## src/iss_defs.vh

```
// Purpose: Constants for the I/O sample scheduler
// Assumes: 25 MHz reference clock
// Notes:   Setting selectors index the command-side register port
`ifndef ISS_DEFS_VH
`define ISS_DEFS_VH

// Setting selectors
`define ISS_SEL_INTERVAL   3'h0
`define ISS_SEL_CHG_MASK   3'h1
`define ISS_SEL_THRESHOLD  3'h2
`define ISS_SEL_DEST_HIGH  3'h3
`define ISS_SEL_DEST_LOW   3'h4
`define ISS_SEL_VOLTAGE    3'h5
`define ISS_SEL_FUNC_LO    3'h6
`define ISS_SEL_FUNC_HI    3'h7

// Reset values
`define ISS_RST_16         16'h0000
`define ISS_RST_32         32'h0000_0000
`define ISS_RST_FUNC       39'h00_0000_0000

// Interval limits
`define ISS_IVL_MIN        16'h0032

// Line function codes
`define ISS_FN_DIN_MON     3'h3
`define ISS_FN_DOUT_LO     3'h4
`define ISS_FN_DOUT_HI     3'h5

// Analog mask supply bit position
`define ISS_SUPPLY_BIT     7

// Timing: clock rate and one-millisecond tick
`define ISS_CLK_HZ         25000000
`define ISS_TICK_MS        1
`define ISS_TICK_CYCLES    (`ISS_CLK_HZ / 1000 * `ISS_TICK_MS)

// Line count
`define ISS_LINES          13

`endif

```

## src/iss_sample_scheduler.v

```verilog
// Purpose: I/O sample scheduler: periodic and change-driven sample sets
// Assumes: Single clock, synchronous reset, settings via command port
// Notes:   Samples leave as one word set with a one-cycle strobe
//
// Summary of operation
// A non-zero interval emits one sample set per interval of milliseconds; zero disables it.
// Only zero or 0x32..0xFFFF is a legal interval; other values are not programmed. The code does not check this and stores any written value.
// Periodic sets need a non-zero interval and at least one line configured for I/O.
// Every sample set carries the applied destination high and low address.
// The receiving node must be in framed command mode to pass the data on.
// Mask bits 0..12 enable change detection on lines 0..12, forcing an immediate set.
// Change detection only acts on lines currently configured as digital I/O.
// Mask bits without a line must be written zero; the 16-bit mask resets to zero.
// Supply at or below the threshold appends the supply value and sets analog mask bit 7.
// A zero threshold keeps the supply voltage out of every set.
// A read-only 16-bit supply reading in millivolts is provided.
// Written settings are queued and take effect on apply, without leaving command mode.
// Function code 3 is monitored input, 4 or 5 output; only those lines are sampled.
// The interval counter runs on a 1 ms tick and restarts when the interval is applied.
`timescale 1ns/10ps
`include "iss_defs.vh"

module iss_sample_scheduler
(
   // Clock and reset
   input  wire        ref_clk,
   input  wire        rst,
   // Command-side setting port
   input  wire        set_wr,
   input  wire [2:0]  set_sel,
   input  wire [31:0] set_wdata,
   input  wire        apply_settings,
   output reg  [31:0] set_rdata,
   output wire        in_command_mode,
   // Device pins and supply monitor
   input  wire [12:0] line_in,
   output reg  [12:0] line_out,
   output reg  [12:0] line_oe,
   input  wire [15:0] supply_mv,
   input  wire [7:0]  analog_en,
   // Sample set output
   output reg         sample_valid,
   output reg  [31:0] sample_dest_high,
   output reg  [31:0] sample_dest_low,
   output reg  [12:0] sample_dio_mask,
   output reg  [12:0] sample_dio,
   output reg  [7:0]  sample_analog_mask,
   output reg  [15:0] sample_supply,
   output reg         sample_is_change
);

   localparam integer TICK_CYC = `ISS_TICK_CYCLES - 1;
   localparam [14:0]  TICK_MAX = TICK_CYC[14:0];

   // Queued settings
   reg [15:0] q_interval_q;
   reg [15:0] q_mask_q;
   reg [15:0] q_thresh_q;
   reg [31:0] q_dh_q;
   reg [31:0] q_dl_q;
   reg [38:0] q_func_q;
   // Active settings
   reg [15:0] a_interval_q;
   reg [15:0] a_mask_q;
   reg [15:0] a_thresh_q;
   reg [31:0] a_dh_q;
   reg [31:0] a_dl_q;
   reg [38:0] a_func_q;

   // Pin synchronisers
   reg [12:0] line_s1_q;
   reg [12:0] line_s2_q;
   reg [12:0] line_prev_q;
   reg [15:0] supply_s1_q;
   reg [15:0] supply_s2_q;
   reg [15:0] supply_s3_q;
   reg [15:0] supply_q;

   reg [14:0] tick_cnt_q;
   reg [15:0] ms_cnt_q;

   // Function code of one line
   function [2:0] line_fn;
      input [38:0] f;
      input integer i;
      begin
         line_fn = f[i*3 +: 3];
      end
   endfunction

   // Output function of one line
   function is_dout;
      input [2:0] fn;
      begin
         is_dout = (fn == `ISS_FN_DOUT_LO) || (fn == `ISS_FN_DOUT_HI);
      end
   endfunction

   function is_dio;
      input [2:0] fn;
      begin
         is_dio = (fn == `ISS_FN_DIN_MON) || is_dout(fn);
      end
   endfunction

   // Zero-extends a 16-bit setting for read-back
   function [31:0] zext16;
      input [15:0] v;
      begin
         zext16 = {16'h0000, v};
      end
   endfunction

   reg [12:0] dio_lines;
   integer k;
   integer j;
   always @*
   begin
      dio_lines = 13'h0000;
      for (k = 0; k < `ISS_LINES; k = k + 1)
      begin
         dio_lines[k] = is_dio(line_fn(a_func_q, k));
      end
   end

   // Pin levels: output lines report their driven level
   wire [12:0] pin_level = (line_s2_q & ~line_oe) | (line_out & line_oe);
   wire [12:0] changed   = (pin_level ^ line_prev_q) & dio_lines
                           & a_mask_q[12:0];
   wire        change_hit = |changed;

   wire        tick      = (tick_cnt_q == TICK_MAX);
   wire        any_io    = (|dio_lines) | (|analog_en);
   wire        period_hit = (a_interval_q != `ISS_RST_16) && tick
                            && (ms_cnt_q + 16'h0001 >= a_interval_q);
   wire        supply_in  = (a_thresh_q != `ISS_RST_16)
                            && (supply_q <= a_thresh_q);

   // Apply cycle drops sets so old and new settings never mix
   wire        fire       = ((period_hit && any_io) || change_hit) && !apply_settings;

   // Apply never leaves command mode
   assign in_command_mode = 1'b1;

   // Queued writes
   always @(posedge ref_clk)
   begin
      if (rst)
      begin
         q_interval_q <= `ISS_RST_16;
         q_mask_q     <= `ISS_RST_16;
         q_thresh_q   <= `ISS_RST_16;
         q_dh_q       <= `ISS_RST_32;
         q_dl_q       <= `ISS_RST_32;
         q_func_q     <= `ISS_RST_FUNC;
      end
      else if (set_wr)
      begin
         case (set_sel)
            `ISS_SEL_INTERVAL:  q_interval_q <= set_wdata[15:0];
            `ISS_SEL_CHG_MASK:  q_mask_q     <= set_wdata[15:0];
            `ISS_SEL_THRESHOLD: q_thresh_q   <= set_wdata[15:0];
            `ISS_SEL_DEST_HIGH: q_dh_q       <= set_wdata;
            `ISS_SEL_DEST_LOW:  q_dl_q       <= set_wdata;
            `ISS_SEL_FUNC_LO:   q_func_q[31:0]  <= set_wdata;
            `ISS_SEL_FUNC_HI:   q_func_q[38:32] <= set_wdata[6:0];
            default:            q_func_q     <= q_func_q;
         endcase
      end
   end

   // Active copies load only on apply
   always @(posedge ref_clk)
   begin
      if (rst)
      begin
         a_interval_q <= `ISS_RST_16;
         a_mask_q     <= `ISS_RST_16;
         a_thresh_q   <= `ISS_RST_16;
         a_dh_q       <= `ISS_RST_32;
         a_dl_q       <= `ISS_RST_32;
         a_func_q     <= `ISS_RST_FUNC;
      end
      else if (apply_settings)
      begin
         a_interval_q <= q_interval_q;
         a_mask_q     <= q_mask_q;
         a_thresh_q   <= q_thresh_q;
         a_dh_q       <= q_dh_q;
         a_dl_q       <= q_dl_q;
         a_func_q     <= q_func_q;
      end
   end

   // Read-back: queued values, live supply reading
   always @(posedge ref_clk)
   begin
      if (rst)
      begin
         set_rdata <= `ISS_RST_32;
      end
      else
      begin
         case (set_sel)
            `ISS_SEL_INTERVAL:  set_rdata <= zext16(q_interval_q);
            `ISS_SEL_CHG_MASK:  set_rdata <= zext16(q_mask_q);
            `ISS_SEL_THRESHOLD: set_rdata <= zext16(q_thresh_q);
            `ISS_SEL_DEST_HIGH: set_rdata <= q_dh_q;
            `ISS_SEL_DEST_LOW:  set_rdata <= q_dl_q;
            `ISS_SEL_VOLTAGE:   set_rdata <= zext16(supply_q);
            `ISS_SEL_FUNC_LO:   set_rdata <= q_func_q[31:0];
            default:            set_rdata <= {25'h0000000, q_func_q[38:32]};
         endcase
      end
   end

   // Synchronisers and output pin drive
   always @(posedge ref_clk)
   begin
      if (rst)
      begin
         line_s1_q   <= 13'h0000;
         line_s2_q   <= 13'h0000;
         line_prev_q <= 13'h0000;
         supply_s1_q <= `ISS_RST_16;
         supply_s2_q <= `ISS_RST_16;
         supply_s3_q <= `ISS_RST_16;
         supply_q    <= `ISS_RST_16;
         line_out    <= 13'h0000;
         line_oe     <= 13'h0000;
      end
      else
      begin
         line_s1_q   <= line_in;
         line_s2_q   <= line_s1_q;
         line_prev_q <= pin_level;
         supply_s1_q <= supply_mv;
         supply_s2_q <= supply_s1_q;
         // Word taken only once two samples agree, so no torn reading
         supply_s3_q <= supply_s2_q;
         if (supply_s2_q == supply_s3_q)
         begin
            supply_q <= supply_s3_q;
         end
         for (j = 0; j < `ISS_LINES; j = j + 1)
         begin
            line_oe[j]  <= is_dout(line_fn(a_func_q, j));
            line_out[j] <= (line_fn(a_func_q, j) == `ISS_FN_DOUT_HI);
         end
      end
   end

   // Millisecond tick and interval counter
   // Restart on apply so a new interval counts from zero
   always @(posedge ref_clk)
   begin
      if (rst || apply_settings)
      begin
         tick_cnt_q <= 15'h0000;
         ms_cnt_q   <= `ISS_RST_16;
      end
      else
      begin
         tick_cnt_q <= tick ? 15'h0000 : tick_cnt_q + 15'h0001;
         if (period_hit)
         begin
            ms_cnt_q <= `ISS_RST_16;
         end
         else if (tick && (a_interval_q != `ISS_RST_16))
         begin
            ms_cnt_q <= ms_cnt_q + 16'h0001;
         end
      end
   end

   // Sample set emission
   always @(posedge ref_clk)
   begin
      if (rst)
      begin
         sample_valid       <= 1'b0;
         sample_dest_high   <= `ISS_RST_32;
         sample_dest_low    <= `ISS_RST_32;
         sample_dio_mask    <= 13'h0000;
         sample_dio         <= 13'h0000;
         sample_analog_mask <= 8'h00;
         sample_supply      <= `ISS_RST_16;
         sample_is_change   <= 1'b0;
      end
      else
      begin
         sample_valid <= fire;
         if (fire)
         begin
            sample_dest_high <= a_dh_q;
            sample_dest_low  <= a_dl_q;
            sample_dio_mask  <= dio_lines;
            sample_dio       <= pin_level & dio_lines;
            sample_analog_mask <= analog_en;
            sample_analog_mask[`ISS_SUPPLY_BIT] <= supply_in;
            sample_supply    <= supply_in ? supply_q : `ISS_RST_16;
            sample_is_change <= change_hit;
         end
      end
   end

endmodule

```

## config.mk

```make
export PLATFORM = sky130hd
export DESIGN_NAME = iss_sample_scheduler
export DESIGN_NICKNAME = d
export VERILOG_FILES = /design/src/iss_sample_scheduler.v
export VERILOG_INCLUDE_DIRS = /design/src
export SDC_FILE = /design/constraint.sdc
export NUM_CORES = 1
export LEC_CHECK = 0
export BUFFER_PORTS_ARGS = -buffer_cell sky130_fd_sc_hd__buf_4
export CAP_MARGIN = 30
export CORE_MARGIN = 2
export CORE_UTILIZATION = 40
export DETAILED_ROUTE_END_ITERATION = 16
export SKIP_CTS_REPAIR_TIMING = 1
export SLEW_MARGIN = 0
export SYNTH_ARGS = -nofsm -noshare
export SYNTH_HDL_FRONTEND = slang
export SYNTH_SLANG_ARGS = --single-unit
```

## constraint.sdc

```tcl
create_clock -name ref_clk -period 4.09 [get_ports ref_clk]
set_input_delay 0 -clock ref_clk [delete_from_list [all_inputs] [get_ports ref_clk]]
set_output_delay 0 -clock ref_clk [all_outputs]
set_load 0.05 [all_outputs]
```

======== Word level (Yosys, flattened, before mapping) ========
Index checks and enable logic that the tools add are counted.
word-level totals
  bits in registers ....................... 607
  output and inout bits ................... 175
operators by class
  reduce and logical (&&, ||, !) cells .... 49
  muxes and demuxes ....................... 2
  magnitude comparators ................... 2
  add/sub/neg operators ................... 2
  eq/ne operators ......................... 48
  bitwise gates (word level) .............. 9
operator list
  operator                 number
  $pmux W32 S7             1
  $eq A3 B3 Y1 const B     30
  $and A13 B13 Y13         5
  $eq A3 B2 Y1 const B     15
  $reduce_bool A16 Y1      2
  $logic_or A1 B1 Y1       28
  $reduce_or A13 Y1        2
  $add A16 B1 Y16 const B  1
  $eq A16 B16 Y1           1
  $ge A16 B16 Y1           1
  $le A16 B16 Y1           1
  $mux W16                 1
  $add A15 B1 Y15 const B  1
  $eq A15 B15 Y1 const B   1
  $reduce_and A2 Y1        7
  $not A13 Y13             1
  $or A13 B13 Y13          1
  $xor A13 B13 Y13         1
  $reduce_or A8 Y1         1
  $logic_and A1 B1 Y1      5
  $reduce_or A2 Y1         2
  $eq A3 B1 Y1 const B     1
  $logic_not A3 Y1         1
  $logic_not A1 Y1         1
  $or A1 B1 Y1             1

======== Logic depth before layout (Yosys ltp) ========
  depth after elaboration ................. 9
  mapped depth ............................ 19

======== Worst setup path after synthesis ========
Ideal clock, no wire load.
  path type ............................... reg2reg
  from .................................... register ms_cnt_q[0]
  to ...................................... register sample_dio_mask[11]
  library setup time ...................... 0.079 ns
  slack ................................... 0.234 ns
  clock period less this slack ............ 3.856 ns
  stages on the path, launching flop included .. 19
  arrival time ............................ 3.776 ns
  data required time ...................... 4.011 ns
  path through ............................ dfxtp_1 > ha_1 > and3_1 > and3_1 > and3_1 > and2_1 > clkbuf_1 > nand3_1 > xnor2_1 > ha_1 > nand4_1 > or3_1 > a221oi_1 > o41a_1 > a211o_1 > buf_2 > buf_1 > a21oi_1 > a211oi_2
on the way
  cells in the longest elaborated chain, start to end .. 6
RTL lines
  what                      line                        RTL
  start: declaration        iss_sample_scheduler.v:80   reg [15:0] ms_cnt_q;
  start signal: assignment  iss_sample_scheduler.v:260  ms_cnt_q <= `ISS_RST_16;
  start signal: assignment  iss_sample_scheduler.v:267  ms_cnt_q <= `ISS_RST_16;
  start signal: assignment  iss_sample_scheduler.v:271  ms_cnt_q <= ms_cnt_q + 16'h0001;
  $add A16 B1 Y16           iss_sample_scheduler.v:135  && (ms_cnt_q + 16'h0001 >= a_interval_q);
  $ge A16 B16 Y1            iss_sample_scheduler.v:135
  $logic_and A1 B1 Y1       iss_sample_scheduler.v:134  wire period_hit = (a_interval_q != `ISS_RST_16) && tick
  $logic_and A1 B1 Y1       iss_sample_scheduler.v:140  wire fire = ((period_hit && any_io) || change_hit) && !apply_settings;
  $logic_or A1 B1 Y1        iss_sample_scheduler.v:140
  $logic_and A1 B1 Y1       iss_sample_scheduler.v:140
  end signal: assignment    iss_sample_scheduler.v:297  sample_dio_mask <= dio_lines;
  end: declaration          iss_sample_scheduler.v:45   output reg [12:0] sample_dio_mask,
No other way between the ends.
A chain may end at the register's enable or synchronous reset.

======== Worst setup path in the final report ========
  from .................................... register ms_cnt_q[1]
  to ...................................... register sample_analog_mask[7]
on the way
  cells in the longest elaborated chain, start to end .. 6
RTL lines
  what                            line                        RTL
  $add A16 B1 Y16                 iss_sample_scheduler.v:135
  $ge A16 B16 Y1                  iss_sample_scheduler.v:135
  $logic_and A1 B1 Y1             iss_sample_scheduler.v:134
  $logic_and A1 B1 Y1             iss_sample_scheduler.v:140
  $logic_or A1 B1 Y1              iss_sample_scheduler.v:140
  $logic_and A1 B1 Y1             iss_sample_scheduler.v:140
  end signal: assignment          iss_sample_scheduler.v:299  sample_analog_mask <= analog_en;
  end signal: indexed assignment  iss_sample_scheduler.v:300  sample_analog_mask[`ISS_SUPPLY_BIT] <= supply_in;
  end: declaration                iss_sample_scheduler.v:47   output reg [7:0] sample_analog_mask,
No other way between the ends.

==> results by group <==
Outcome
  • Status: complete, no violations

GRT
  • Remaining global-route overflow: 0
  • First-pass GRT wire length: 109000 microns
  • Largest net degree at the start of global routing: 146
  • Vias in the first global route: ~18000
  • Global-route usage over all layers: 0.234
  • Initial antenna violation count: 1

Timing
  • Hold WS: 0.0164 ns
  • Final Slew Violations: 0
  • Final min period: 3.88 ns
  • Worst Clk Skew: 0.0133 ns
  • Worst-Margin Slew: 0.953 ns
  • Finish-stage setup viols: 0
  • Setup_tns: 0 ns
  • Final Hold Violating Endpoints: 0
  • Setup repair after global routing missed its margin: yes
  • Final Cycle Share: 0.950
  • Fmax: 257 MHz
  • Final WS setup: 0.206 ns
  • Worst slew margin: 0.363

Clock network
  • CTS tree: built
  • Worst-Skew Late Latency: roughly 0.63 ns
  • Clock sink total: between 600 and 700
  • Root buffer cell: clkbuf_16
  • Clk slew on worst S/H paths: 0.06 ns
  • Clock buffer depth: 3
  • CTS Buf Count: 61
  • H-Tree Depth: 2

Placed design
  • Placed cells: 3454
  • Placer Congestion: 0.908
  • Area after DPL: around 26000 sq um
  • Dpl ws: between 0.15 and 0.2 ns
  • Dpl hpwl: 51500 microns
  • Buffers added on ports: 249

Cells and area
  • Post-route insts no fill: between 3000 and 4000
  • Layout fillers: around 5300
  • Reg area: roughly 12000 sq um
  • Multi-input gate area: 10400 sq um
  • Core Util, Final: 0.505
  • Area growth syn-to-layout: 24.3%
  • Layout cell share with drive strength beyond 1: 0.161
  • Final nets: 2941
  • Final Cell Area: approximately 29000 sq um

Hold path
  • Worst Hold End: q_dh_q[31]$_SDFFE_PP0P_
  • Worst hold start: set_wr
  • Hold path cells: 4
  • Worst Hold Class: in2reg

Setup path
  • CP arrival: 4.40 ns
  • Crit-path max FO: 17
  • Worst R2R Setup Slack: 0.21 ns
  • Kind of critical path: reg2reg
  • WP data required: 4.60 ns
  • Reg2reg end: sample_analog_mask[7]$_SDFFE_PP0P_
  • Crit Reg-Reg Startpoint: ms_cnt_q[1]$_SDFFE_PP0P_
  • Crit start category: register
  • Worst-case reg-to-reg path depth: 18
  • CP endpoint kind: register

Detailed routing
  • Drt initial violations: 1714
  • DRT Pass-1 Iters: 5
  • Drt total wl: 73200 microns
  • Met1 Routed Length: between 30000 and 40000 microns
  • Wire per inst: 20.0 microns
  • Antenna-violating nets left: 0
  • DRC: 0
  • Vias/cell: roughly 5.3
  • Met3 WL: roughly 5400 microns
  • Met2 wire length: 32300 microns
  • Vias: 19283
  • Top layer in use: met5

Flow run
  • Number of max-cap violations: 0

Logic synthesis
  • Cell Area, Synth: 23500 sq um
  • Compound-Gate Fraction of Synth Area: 0.114
  • Synth async-reset ratio: 0
  • Synth Area in Adders: 0.0181
  • Post-synth cell types: 64
  • Mapped Cells: around 2600
  • Yosys reg bits: 607
  • Yosys top cell area share: 0.518
  • Main synth FF type: dfxtp_1
  • Synth top area cells: dfxtp_1 52%, mux2i_1 8.5%, nand2_1 5.7%, a21oi_1 5.6%, nor2_1 4.4%
  • Register area share after synthesis: 0.518
  • Syn avg cell area: 9.14 sq um
  • Post-synth EDFFs: 0
  • Synth Area in Simple Gates: 0.181
  • Yosys Warn Count: 0
  • Combinational family with the most area after synthesis: simple AND/OR/NAND/NOR gates
  • XOR/XNOR Fraction of Synth Area: 0.0265
  • Post-synthesis net count: ~2700
  • Mux cell area share after synthesis: 0.104
  • Largest area contributor in the netlist: dfxtp_1

Floorplan
  • Row count: 88
  • Width of the die: 246 microns
  • IO Count: roughly 250
  • Die H: 246 microns
  • Initial core utilization: 0.406
  • Full die area: a little over 60000 sq um
  • Core Footprint: 57800 sq um

Pwr
  • IR Drop Worst-Case VDD: between 0.0003 and 0.0004 V
  • P per Cell Area: 444 nW/um^2
  • Logic gate share of total power: 0.055
  • Total Power: 12.9 mW
  • Clk pwr share: 0.477
  • Static power due to leakage: about 12 nW
  • Sequential Power Share: 0.469
  • Pint: 10.0 mW
  • Switching Share: 0.226
  • NetSw: 2.92 mW
state kept, by name, indices dropped and copies added, names as in the netlist, 15 cells and up:
| register | count |
|---|---|
| a_func_q | 39 |
| q_func_q | 39 |
| a_dh_q | 32 |
| a_dl_q | 32 |
| q_dh_q | 32 |
| q_dl_q | 32 |
| sample_dest_high | 32 |
| sample_dest_low | 32 |
| set_rdata | 32 |
| a_interval_q | 16 |
| a_thresh_q | 16 |
| ms_cnt_q | 16 |
| q_interval_q | 16 |
| q_mask_q | 16 |
| q_thresh_q | 16 |
| sample_supply | 16 |
| supply_q | 16 |
| supply_s1_q | 16 |
| supply_s2_q | 16 |
| supply_s3_q | 16 |
| tick_cnt_q | 15 |
worst max-delay path by stage:
stage | from | end | slack [ns] | depth (start not counted)
CTS | ms_cnt_q[1]$_SDFFE_PP0P_ | sample_dest_high[19]$_SDFFE_PP0P_ | 0.12 | 18
global route | ms_cnt_q[1]$_SDFFE_PP0P_ | sample_dio_mask[5]$_SDFFE_PP0P_ | -0.008 | 17
finish | ms_cnt_q[1]$_SDFFE_PP0P_ | sample_analog_mask[7]$_SDFFE_PP0P_ | 0.21 | 18
floorplan | ms_cnt_q[0]$_SDFFE_PP0P_ | sample_dio_mask[11]$_SDFFE_PP0P_ | 0.23 | 18
detailed placement | ms_cnt_q[1]$_SDFFE_PP0P_ | sample_analog_mask[7]$_SDFFE_PP0P_ | 0.16 | 16
global placement | ms_cnt_q[1]$_SDFFE_PP0P_ | sample_analog_mask[7]$_SDFFE_PP0P_ | 0.20 | 15
layer usage:
layer  GRT usage  up-vias
met3      0.0435      109
met2       0.358      700
met4      0.0800        2
met1       0.329     9199
met5           0        -
li1            -     9273
logic make-up (layout without fill, tap and decap cells):
group	after synthesis	count (layout)
AO/OA/AOI/OAI	461	461
XOR/XNOR	71	71
adder cells (fa/ha/maj)	34	34
buffers and inverters	215	531
flip-flops	607	607
multiplexers	231	231
other	1	3
AND/OR/NAND/NOR	947	947
power by group through the flow:
| stage | registers, mW | clock network (mW) | logic (mW) |
|---|---|---|---|
| final | 6.07 | 6.17 | 0.706 |
| after global routing | 6.07 | 6.51 | 0.756 |
| after CTS | 6.06 | 6.26 | 0.637 |
| after detailed placement | 6.20 | 0 | 0.635 |
| after global placement | 6.19 | 0 | 0.621 |
| after floorplan | 6.19 | 0 | 0.388 |
critical path: stages (launching register included):
cell      delay [ns]
dfxtp_1         0.36
ha_2            0.21
and3_1          0.18
and3_1          0.18
and3_1          0.21
and2_2          0.21
nand3_1         0.10
xnor2_1         0.14
ha_1            0.29
nand4_1         0.13
or3_1           0.42
a221oi_2        0.21
o41a_1          0.17
buf_4           0.15
a211o_2         0.17
buf_12          0.15
a21oi_4         0.06
buf_12          0.19
a22o_1          0.22
area by class of cell:
| type | count | area share |
|---|---|---|
| tap | 765 | 0.0328 |
| clock inverter | 34 | 0.0172 |
| clock buffer | 81 | 0.0598 |
| timing repair buffer | 380 | 0.111 |
| multi-input combinational | 1745 | 0.358 |
| inverter | 36 | 0.00463 |
| antenna | 2 | 0.000172 |
| sequential | 607 | 0.417 |
synth_stat cells, types with 4 or more instances:
cell,number
dfxtp_1,607
nand2_1,356
nor2_1,277
a21oi_1,262
mux2i_1,199
clkbuf_1,132
nand3_1,94
nor2b_1,86
o21ai_1,83
xor2_1,47
inv_1,35
ha_1,34
buf_1,26
mux2_2,25
xnor2_1,24
a22oi_1,23
and2_1,22
o21ai_0,22
nand2b_1,21
and3_1,19
nor4_1,18
a32o_1,17
nand4_1,16
nor3_1,15
buf_2,10
a211oi_1,9
buf_6,7
mux4_2,7
or4_1,6
nand3b_1,5
nor3_2,5
o2111ai_1,5
a211oi_2,4
a21boi_0,4
a221oi_1,4
layout by cell type, fill, tap and decap left out, types with 17 or more instances in the layout:
cell,instances
a21oi_1,261
a22oi_1,23
a32o_1,17
and2_1,21
and3_1,19
buf_4,287
clkbuf_16,63
dfxtp_1,607
dlygate4sd3_1,78
ha_1,33
inv_1,35
mux2_2,25
mux2i_1,199
nand2_1,356
nand2b_1,21
nand3_1,93
nor2_1,277
nor2b_1,85
nor4_1,17
o21ai_0,22
o21ai_1,83
xnor2_1,24
xor2_1,47
(Power assumes the default switching activity.)
